<file path="config.mk">
export PLATFORM = sky130hd
export DESIGN_NAME = tx_mode_ctrl
export DESIGN_NICKNAME = d
export VERILOG_FILES = /design/src/hdl/tx_mode_pkg.sv /design/src/hdl/tx_gate_if.sv /design/src/hdl/tx_start_gate.sv /design/src/hdl/tx_mode_ctrl.sv
export SDC_FILE = /design/constraint.sdc
export NUM_CORES = 1
export LEC_CHECK = 0
export BUFFER_PORTS_ARGS = -buffer_cell sky130_fd_sc_hd__buf_2
export CAP_MARGIN = 20
export CORE_MARGIN = 1.5
export CORE_UTILIZATION = 50
export DETAILED_ROUTE_END_ITERATION = 6
export GPL_ROUTABILITY_DRIVEN = 0
export PLACE_DENSITY = 0.78
export SLEW_MARGIN = 10
export SYNTH_ARGS = -nofsm -noshare
export SYNTH_HDL_FRONTEND = slang
export SYNTH_SLANG_ARGS = --single-unit
export TNS_END_PERCENT = 10
</file>
<file path="constraint.sdc">
create_clock -name clk_sys_in -period 3.1 [get_ports clk_sys_in]
set_input_delay 0.155 -clock clk_sys_in [delete_from_list [all_inputs] [get_ports clk_sys_in]]
set_output_delay 0.155 -clock clk_sys_in [all_outputs]
set_load 0.05 [all_outputs]
</file>
<file path="src/hdl/tx_mode_pkg.sv">
package tx_mode_pkg;

	// Register byte offsets.
	localparam logic [7:0]  OFS_MODE      = 8'h00;
	localparam logic [7:0]  OFS_LIST_BASE = 8'h04;
	localparam logic [7:0]  OFS_STATUS    = 8'h08;
	localparam logic [7:0]  OFS_MASK      = 8'h0C;
	localparam logic [7:0]  OFS_POLL      = 8'h10;

	// Operating mode register field positions.
	localparam int          POS_ENH_CAPTURE = 31;
	localparam int          POS_CAPTURE     = 17;
	localparam int          POS_THR_HI      = 15;
	localparam int          POS_THR_LO      = 14;
	localparam int          POS_RUN         = 13;

	// Event status register field positions.
	localparam int          POS_TX_DONE      = 0;
	localparam int          POS_TX_STOPPED   = 1;
	localparam int          POS_TX_UNAVAIL   = 2;
	localparam int          POS_STATE_LO     = 20;
	localparam int          POS_STATE_HI     = 22;

	// Reset values.
	localparam logic [31:0] MODE_RESET      = 32'h0000_0000;
	localparam logic [31:0] LIST_BASE_RESET = 32'h0000_0000;
	localparam logic [31:0] STATUS_RESET    = 32'hFC00_0000;
	localparam logic [2:0]  EVENT_RESET     = 3'h0;
	localparam logic [2:0]  MASK_RESET      = 3'h0;

	// Bytes between consecutive transmit descriptors.
	localparam logic [31:0] DESC_STRIDE = 32'h0000_0010;

	// Transmit FIFO start thresholds in bytes, one per select code.
	localparam int          LEVEL_W  = 11;
	localparam logic [10:0] THRESH_0 = 11'h040;
	localparam logic [10:0] THRESH_1 = 11'h080;
	localparam logic [10:0] THRESH_2 = 11'h100;
	localparam logic [10:0] THRESH_3 = 11'h200;

	// Process state codes shown in the status register.
	localparam logic [2:0]  CODE_STOPPED = 3'h0;
	localparam logic [2:0]  CODE_FETCH   = 3'h1;
	localparam logic [2:0]  CODE_WAIT    = 3'h2;
	localparam logic [2:0]  CODE_DATA    = 3'h3;
	localparam logic [2:0]  CODE_SETUP   = 3'h5;
	localparam logic [2:0]  CODE_SUSP    = 3'h6;
	localparam logic [2:0]  CODE_CLOSE   = 3'h7;

	typedef enum logic [2:0] {
		TX_STOPPED,
		TX_FETCH,
		TX_DATA,
		TX_WAIT,
		TX_SETUP,
		TX_CLOSE,
		TX_SUSP
	} tx_state_type;

endpackage

</file>
<file path="src/hdl/tx_gate_if.sv">
`timescale 1ns/1ps
interface tx_gate_if;
	logic [1:0]  thr_sel;
	logic [10:0] level;
	logic        frame_complete;
	logic        armed;
	logic        start;

	modport ctrl (
		output thr_sel,
		output level,
		output frame_complete,
		output armed,
		input  start
	);

	modport gate (
		input  thr_sel,
		input  level,
		input  frame_complete,
		input  armed,
		output start
	);
endinterface

</file>
<file path="src/hdl/tx_start_gate.sv">
`timescale 1ns/1ps
module tx_start_gate
	import tx_mode_pkg::*;
(
	// Clock and reset.
	input  wire logic clk_sys_in,
	input  wire logic reset_n_in,
	// Link to the controller.
	tx_gate_if.gate   gate
);

	typedef struct packed {
		logic start;
	} gate_state_type;

	gate_state_type q;
	gate_state_type d;
	logic [10:0]    thresh;

	always_comb begin
		case (gate.thr_sel)
			2'd0: begin
				thresh = THRESH_0;
			end
			2'd1: begin
				thresh = THRESH_1;
			end
			2'd2: begin
				thresh = THRESH_2;
			end
			default: begin
				thresh = THRESH_3;
			end
		endcase
	end

	always_comb begin
		d = q;
		// Short complete frames go out without reaching the threshold.
		d.start = gate.armed && ((gate.level > thresh) || gate.frame_complete);
	end

	always_ff @(posedge clk_sys_in or negedge reset_n_in) begin
		if (!reset_n_in) begin
			q <= '0;
		end else begin
			q <= d;
		end
	end

	assign gate.start = q.start;

endmodule

</file>
<file path="src/hdl/tx_mode_ctrl.sv">
// Local design decisions: the register offsets and the AHB-Lite register port.
`timescale 1ns/1ps
module tx_mode_ctrl
	import tx_mode_pkg::*;
(
	// Clock and reset.
	input  wire logic        clk_sys_in,
	input  wire logic        reset_n_in,
	// AHB-Lite slave.
	input  wire logic        hsel_in,
	input  wire logic [31:0] haddr_in,
	input  wire logic [1:0]  htrans_in,
	input  wire logic        hwrite_in,
	input  wire logic [2:0]  hsize_in,
	input  wire logic [31:0] hwdata_in,
	input  wire logic        hready_in,
	output logic             hreadyout_out,
	output logic             hresp_out,
	output logic [31:0]      hrdata_out,
	// Descriptor fetch and close.
	output logic             desc_req_out,
	output logic [31:0]      desc_addr_out,
	input  wire logic        desc_ack_in,
	input  wire logic        desc_fail_in,
	input  wire logic        desc_owned_in,
	input  wire logic        desc_setup_in,
	output logic             desc_close_out,
	// Transmit data path.
	input  wire logic [10:0] tx_fifo_level_in,
	input  wire logic        tx_frame_complete_in,
	output logic             tx_start_out,
	input  wire logic        tx_done_in,
	// Capture-effect controls.
	output logic             capture_resolution_en_out,
	output logic             enhanced_capture_en_out,
	// Interrupt.
	output logic             irq_out
);

	typedef struct packed {
		tx_state_type state;
		logic         enh_cap;
		logic         cap;
		logic [1:0]   thr;
		logic         run;
		logic [31:0]  base;
		logic [31:0]  ptr;
		logic [2:0]   events;
		logic [2:0]   mask;
		logic         wr_pend;
		logic         rd_pend;
		logic [7:0]   dp_addr;
		logic         ready;
		logic [31:0]  rdata;
		logic         req;
		logic         start;
		logic         close;
		logic         irq;
	} ctl_state_type;

	ctl_state_type q;
	ctl_state_type d;
	tx_gate_if     gate_link ();

	logic          addr_take;
	logic [2:0]    set_ev;
	logic [2:0]    clr_ev;
	logic          poll;

	function automatic logic [2:0] state_code(input tx_state_type s);
		case (s)
			TX_STOPPED: begin
				return CODE_STOPPED;
			end
			TX_FETCH: begin
				return CODE_FETCH;
			end
			TX_DATA: begin
				return CODE_DATA;
			end
			TX_WAIT: begin
				return CODE_WAIT;
			end
			TX_SETUP: begin
				return CODE_SETUP;
			end
			TX_CLOSE: begin
				return CODE_CLOSE;
			end
			TX_SUSP: begin
				return CODE_SUSP;
			end
			default: begin
				return CODE_STOPPED;
			end
		endcase
	endfunction

	function automatic logic [31:0] read_word(input ctl_state_type s);
		logic [31:0] v;
		v = 32'h0000_0000;
		case (s.dp_addr)
			OFS_MODE: begin
				v[POS_ENH_CAPTURE] = s.enh_cap;
				v[POS_CAPTURE] = s.cap;
				v[POS_THR_HI:POS_THR_LO] = s.thr;
				v[POS_RUN] = s.run;
			end
			OFS_LIST_BASE: begin
				v = s.base;
			end
			OFS_STATUS: begin
				v = STATUS_RESET;
				v[POS_TX_UNAVAIL:POS_TX_DONE] = s.events;
				v[POS_STATE_HI:POS_STATE_LO] = state_code(s.state);
			end
			OFS_MASK: begin
				v[2:0] = s.mask;
			end
			default: begin
				v = 32'h0000_0000;
			end
		endcase
		return v;
	endfunction

	assign gate_link.thr_sel = q.thr;
	assign gate_link.level = tx_fifo_level_in;
	assign gate_link.frame_complete = tx_frame_complete_in;
	assign gate_link.armed = (q.state == TX_DATA);

	tx_start_gate u_start_gate (
		.clk_sys_in (clk_sys_in),
		.reset_n_in (reset_n_in),
		.gate       (gate_link)
	);

	assign addr_take = hsel_in && htrans_in[1] && hready_in;

	always_comb begin
		d = q;
		set_ev = 3'h0;
		clr_ev = 3'h0;
		poll = 1'b0;
		d.start = 1'b0;
		d.close = 1'b0;

		// Bus: writes finish with no wait, reads insert one wait state.
		d.ready = 1'b1;
		d.wr_pend = 1'b0;
		d.rd_pend = 1'b0;
		if (q.rd_pend) begin
			d.rdata = read_word(q);
		end
		if (q.wr_pend) begin
			case (q.dp_addr)
				OFS_MODE: begin
					d.enh_cap = hwdata_in[POS_ENH_CAPTURE];
					d.cap = hwdata_in[POS_CAPTURE];
					d.thr = hwdata_in[POS_THR_HI:POS_THR_LO];
					d.run = hwdata_in[POS_RUN];
				end
				OFS_LIST_BASE: begin
					d.base = hwdata_in;
					// While stopped a new base becomes the fetch position.
					if (q.state == TX_STOPPED) begin
						d.ptr = hwdata_in;
					end
				end
				OFS_STATUS: begin
					clr_ev = hwdata_in[POS_TX_UNAVAIL:POS_TX_DONE];
				end
				OFS_MASK: begin
					d.mask = hwdata_in[2:0];
				end
				OFS_POLL: begin
					poll = 1'b1;
				end
				default: begin
				end
			endcase
		end
		if (addr_take) begin
			d.dp_addr = haddr_in[7:0];
			d.wr_pend = hwrite_in;
			d.rd_pend = !hwrite_in;
			d.ready = hwrite_in;
		end

		case (q.state)
			TX_STOPPED: begin
				if (q.run) begin
					d.state = TX_FETCH;
					d.req = 1'b1;
				end
			end
			TX_FETCH: begin
				if (desc_ack_in) begin
					d.req = 1'b0;
					if (!q.run) begin
						d.state = TX_STOPPED;
						set_ev[POS_TX_STOPPED] = 1'b1;
					end else if (desc_fail_in) begin
						d.state = TX_SUSP;
					end else if (!desc_owned_in) begin
						d.state = TX_SUSP;
						set_ev[POS_TX_UNAVAIL] = 1'b1;
					end else if (desc_setup_in) begin
						d.state = TX_SETUP;
					end else begin
						d.state = TX_DATA;
					end
				end
			end
			TX_DATA: begin
				if (gate_link.start) begin
					d.state = TX_WAIT;
					d.start = 1'b1;
				end
			end
			TX_WAIT, TX_SETUP: begin
				if (tx_done_in) begin
					d.state = TX_CLOSE;
				end
			end
			TX_CLOSE: begin
				d.close = 1'b1;
				d.ptr = q.ptr + DESC_STRIDE;
				set_ev[POS_TX_DONE] = 1'b1;
				// A cleared run bit takes effect once the frame is closed.
				if (!q.run) begin
					d.state = TX_STOPPED;
					set_ev[POS_TX_STOPPED] = 1'b1;
				end else begin
					d.state = TX_FETCH;
					d.req = 1'b1;
				end
			end
			TX_SUSP: begin
				if (!q.run) begin
					d.state = TX_STOPPED;
					set_ev[POS_TX_STOPPED] = 1'b1;
				end else if (poll) begin
					d.state = TX_FETCH;
					d.req = 1'b1;
				end
			end
			default: begin
				d.state = TX_STOPPED;
			end
		endcase

		// A new event wins over a clear in the same cycle.
		d.events = (q.events & ~clr_ev) | set_ev;
		d.irq = |(d.events & d.mask);
	end

	always_ff @(posedge clk_sys_in or negedge reset_n_in) begin
		if (!reset_n_in) begin
			q.state <= TX_STOPPED;
			q.enh_cap <= MODE_RESET[POS_ENH_CAPTURE];
			q.cap <= MODE_RESET[POS_CAPTURE];
			q.thr <= MODE_RESET[POS_THR_HI:POS_THR_LO];
			q.run <= MODE_RESET[POS_RUN];
			q.base <= LIST_BASE_RESET;
			q.ptr <= LIST_BASE_RESET;
			q.events <= EVENT_RESET;
			q.mask <= MASK_RESET;
			q.wr_pend <= 1'b0;
			q.rd_pend <= 1'b0;
			q.dp_addr <= 8'h00;
			q.ready <= 1'b1;
			q.rdata <= 32'h0000_0000;
			q.req <= 1'b0;
			q.start <= 1'b0;
			q.close <= 1'b0;
			q.irq <= 1'b0;
		end else begin
			q <= d;
		end
	end

	assign hreadyout_out = q.ready;
	assign hresp_out = 1'b0;
	assign hrdata_out = q.rdata;
	assign desc_req_out = q.req;
	assign desc_addr_out = q.ptr;
	assign desc_close_out = q.close;
	assign tx_start_out = q.start;
	assign capture_resolution_en_out = q.cap;
	assign enhanced_capture_en_out = q.enh_cap;
	assign irq_out = q.irq;

	logic unused_ok;
	assign unused_ok = &{1'b0, haddr_in[31:8], hsize_in};

endmodule

</file>
Yosys cells after proc, flatten, opt, wreduce, memory -nomap -nowiden
Cells that the tools add are included.
{"block": "word_totals", "inputBits": 91, "ff_bits": 126, "out_inout_bits": 72, "wordCells": 113}
{"block": "classes", "n_eq_ne": 20, "n_bitwise": 4, "muxes": 47, "n_addsub": 1, "magnitude_cmp": 1, "reduce_logical": 21}
{"op": "32-bit two-way mux", "count": 4}
{"op": "3-bit two-way mux", "count": 14}
{"op": "3-bit one-hot mux with 6 select lines", "count": 2}
{"op": "32-bit by 5-bit adder with 32-bit output (second input constant)", "count": 1}
{"op": "10-bit one-hot mux with 3 select lines", "count": 1}
{"op": "13-bit one-hot mux with 2 select lines", "count": 1}
{"op": "8-bit by 4-bit equality test with 1-bit output (second input constant)", "count": 2}
{"op": "1-bit two-way mux", "count": 16}
{"op": "2-bit != test (second input constant)", "count": 6}
{"op": "11-bit by 10-bit > comparator with 1-bit output", "count": 1}
{"op": "11-bit two-way mux", "count": 1}
{"op": "10-bit two-way mux", "count": 1}
{"op": "5-bit AND reduction", "count": 2}
{"op": "3-bit equality test (second input constant)", "count": 3}
{"op": "3-bit one-hot mux with 3 select lines", "count": 1}
{"op": "8-bit by 3-bit equality test with 1-bit output (second input constant)", "count": 1}
{"op": "8-bit by 5-bit equality test with 1-bit output (second input constant)", "count": 1}
{"op": "8-bit zero test", "count": 1}
{"op": "3-bit bitwise AND", "count": 2}
{"op": "3-bit by 2-bit equality test with 1-bit output (second input constant)", "count": 2}
{"op": "1-bit one-hot mux with 3 select lines", "count": 2}
{"op": "3-bit one-hot mux with 2 select lines", "count": 1}
{"op": "2-bit nonzero test", "count": 3}
{"op": "2-bit OR reduction", "count": 3}
{"op": "18 further kinds", "count": 22}

Depth between registers and ports, before layout
{"block": "logic_depth", "ltp_word": 8, "mapped_depth": 9, "mapped_depth_nobuf": 7}

Modules after synthesis
A second synthesis with hierarchy kept.
{"block": "unflattened", "cells_unflattened": 642, "hier_area_um2": 6439.9}
{"mod": "tx_mode_ctrl", "seq_area_each_um2": 3129.3, "area_per_inst_um2": 6278.5, "cells_each": 623, "instances": 1}
{"mod": "tx_start_gate", "seq_area_each_um2": 25.0, "area_per_inst_um2": 161.4, "cells_each": 19, "instances": 1}

Worst setup path after synthesis
No wires, ideal clock.
{"block": "synth_timing", "kind": "reg-to-reg", "startpoint": "reg q[42] (netlist name)", "endpoint": "reg q, in the netlist irq_out", "synth_period_minus_slack_ns": 2.119, "required_ns": 2.974, "slack_ns": 0.981, "setup_ns": 0.126, "path_buffers": 0, "arrival_ns": 1.993, "stages_incl_launch_ff": 6, "cell_sequence": "dfrtp_1 > or4_4 > or4_1 > a22o_1 > and2_0 > a221o_1"}
{"element": "start: declaration", "line_no": "tx_mode_ctrl.sv:61", "source": "ctl_state_type q;"}

Final worst setup path
{"block": "layout_timing", "startpoint": "reg q[42] (netlist name)", "endpoint": "reg q, in the netlist gate_link.thr_sel[1]"}
{"block": "layout_between", "elab_chain_len": 2}
{"element": "8-bit zero test", "line_no": "tx_mode_ctrl.sv:156", "source": "case (q.dp_addr)"}
{"element": "2-bit AND reduction (no source line)"}
Every way passes these cells.
A chain may end at the register's enable or synchronous reset.

==> results.toml <==
[yosys]
synth_cells = 641
yosysSeqAreaShare = 0.4932
synthFlopType = "dfrtp_1"
synth_nets = 737
yosys_register_bits = 126
yosysWarnings = 0
async_flop_share = 1.000
yosysUniqueCellTypes = 62
syn_area_um2 = 6396
synth-edff-count = 0
syn-mean-instance-area_um2 = 9.978

[route]
wl_per_cell_um = 17.38
post-route-drc-count = 0
drtIter0Drc = 445
antenna_left = 0
via_count = 5249
viasPerCell = 5.650
drt_first_pass_iters = 5
wirelength_um = 16140

[layout]
fillCellCount = 1006
layout.nets = 841
area_growth_pct = 20.32
final_common_cell = "buf_2"
multi_input_area_um2 = 2505
drive_gt1_frac = 0.2606
layout_common_cells = "buf_2, dfrtp_1, nor2_1, nand2_1, nand3_1"
seq_area_um2 = 3156

[placement]
dpl.hpwl_um = 11150
io_buffers = 133
dpl_worst_slack_ns = 0.6584

[setup_path]
end_kind = "flop"
r2r_setup_slack_ns = 0.61
arrival_ns = 2.78
crit_slowest_cell = "or4_4"
slowest_delay_ns = 0.58
setup.worst_path.start_class = "flop"
critPathRequiredTime_ns = 3.39
path_cells = "or4_4, nor3_1, nor3b_2, nand2_1, mux2_1"
r2r_start = "q[42]"
critPathLaunch = "q[42]"
path_class = "flop to flop"
critical_path.max_fanout = 5

[timing]
slew-limit-headroom = 0.3331
setup_ws_ns = 0.6121
fin_crit_ns = 2.488
drv_slew = 0
tns_ns = 0
setup_viol = 0
rsz0062_at_grt = "false"
fmax_mhz = 401.9
finalHoldWorstSlack_ns = 0.01471
min_period_over_period = 0.8026
hold_violations = 0
worst_slew_pin_slew_ns = 1.000
fin_skew_ns = 0.008881

[global_routing]
grt_pass1_vias = 5239
grt.overflow.total = 0
antenna_found_initial = 1
grt_max_degree = 63
grt_pass1_wl_um = 25690
grt_usage = 0.2518

[die]
ios = 163
fp.dieH_um = 116.1
initial_core_util = 0.5089
dieArea_um2 = 13480
fp.dieW_um = 116.1
rows = 41
core_area_um2 = 12570

[hold_path]
hold_class = "primary input to flop"
min-delay-start = "hwdata_in[1]"

[power_and_ir_drop]
p_leak_nw = 3.536
cellPowerDensity_nw_per_um2 = 713.3
peakVddDrop_mv = 0.3764

[clock_network]
cts_tree = "built"
clk_latency_ns = 0.42
h-tree-depth = 4
cts_setup_buffers = 0
postCtsHoldBufs = 35
clock_path_buffers = 2
root_buffer = "clkbuf_16"
clk_pin_slew_worst_paths_ns = 0.05
ctsResizeCount = 0
numCtsBuffers = 17
clock-sinks = 126

[run]
maxCapViolations = 0

[outcome]
outcome = "finished clean"
## worst max-delay path, delay by kind of cell (launching register included)
kind,cells,cell delay (ns)
flip-flops,1,0.41
multiplexers,1,0.38
AND/OR/NAND/NOR,4,1.58
## metrics by stage
stage               power [mW]  instance area, um^2    util  std cells
global placement         3.486                 6758  0.5377        861
detailed placement       3.542                 6758  0.5377        861
global route             5.746                 7696  0.6123        929
finish                   5.490                 7696  0.6123        929
CTS                      5.505                 7674  0.6106        926
floorplan                3.316                 6396       -        641
## kinds of logic after synthesis
| kind of cell | synth area share |
|---|---|
| and+or+nand+nor | 0.1596 |
| buffers and inverters | 0.1152 |
| DFF | 0.4932 |
| AOI/OAI and AO/OA | 0.1223 |
| muxes | 0.09937 |
| adders and majority gates | 0.009781 |
| other | 0.0005863 |
## Yosys cell counts, types with 3 or more instances
cell | count | area share
nor3_1 | 11 | 0.0086
a21oi_1 | 28 | 0.022
nor4_1 | 3 | 0.0029
a211oi_1 | 6 | 0.0070
inv_1 | 33 | 0.019
o21a_1 | 6 | 0.0070
or3_1 | 5 | 0.0049
buf_2 | 4 | 0.0031
o32ai_1 | 3 | 0.0041
dfrtp_1 | 125 | 0.49
mux2_2 | 17 | 0.030
ha_1 | 5 | 0.0098
o211ai_1 | 3 | 0.0035
o21ai_0 | 26 | 0.020
nand2_1 | 41 | 0.024
a31oi_1 | 4 | 0.0039
nand2b_1 | 6 | 0.0059
clkbuf_1 | 26 | 0.015
and3_1 | 7 | 0.0068
o22ai_1 | 6 | 0.0059
a22oi_1 | 10 | 0.012
nor2b_1 | 3 | 0.0029
o21ai_1 | 4 | 0.0031
buf_4 | 65 | 0.076
a221o_1 | 3 | 0.0047
and2_1 | 3 | 0.0029
nand4_1 | 11 | 0.011
nor2_1 | 52 | 0.031
mux2_1 | 35 | 0.062
a21o_1 | 3 | 0.0035
mux2i_1 | 5 | 0.0078
nand3_1 | 39 | 0.031
## registers in the layout (all words and copies together), names as in the netlist
register                   count
desc_close_out                 1
q                             52
desc_addr_out                 32
tx_start_out                   1
irq_out                        1
capture_resolution_en_out      1
hrdata_out                    32
enhanced_capture_en_out        1
u_start_gate.gate.start        1
desc_req_out                   1
gate_link.thr_sel              2
hreadyout_out                  1
## cell type report
type | count | share of cell area
diodes | 1 | 0.0003252
clock buffers | 23 | 0.06210
clock inverters | 7 | 0.01138
inverters | 33 | 0.01609
multi-input cells | 385 | 0.3255
flip-flops and latches | 126 | 0.4100
well taps | 172 | 0.02796
repair buffers | 182 | 0.1466
## routing by layer
layer,vias up,GRT usage,share of wire
met4,0,0.1171,0.028
li1,2413,-,-
met5,-,0,0
met2,216,0.4106,0.49
met3,31,0.06487,0.062
met1,2589,0.3159,0.42
## path summary, 6_finish.rpt
path | cells past startpoint | end
worst max-delay path | 5 | gate_link.thr_sel[1]
worst min-delay path | 3 | desc_addr_out[1]
worst max register to register | 5 | gate_link.thr_sel[1]
worst min register to register | 2 | desc_addr_out[3]
max in group asynchronous | 3 | q[103]
min in group asynchronous | 2 | desc_addr_out[15]
## power by group
| part | internal (mW) | switching [mW] |
|---|---|---|
| Sequential | 1.88 | 0.278 |
| Clock | 1.23 | 0.687 |
| Combinational | 0.454 | 0.965 |
| Total | 3.56 | 1.93 |
Note: power is estimated with default switching activity, not from simulation.
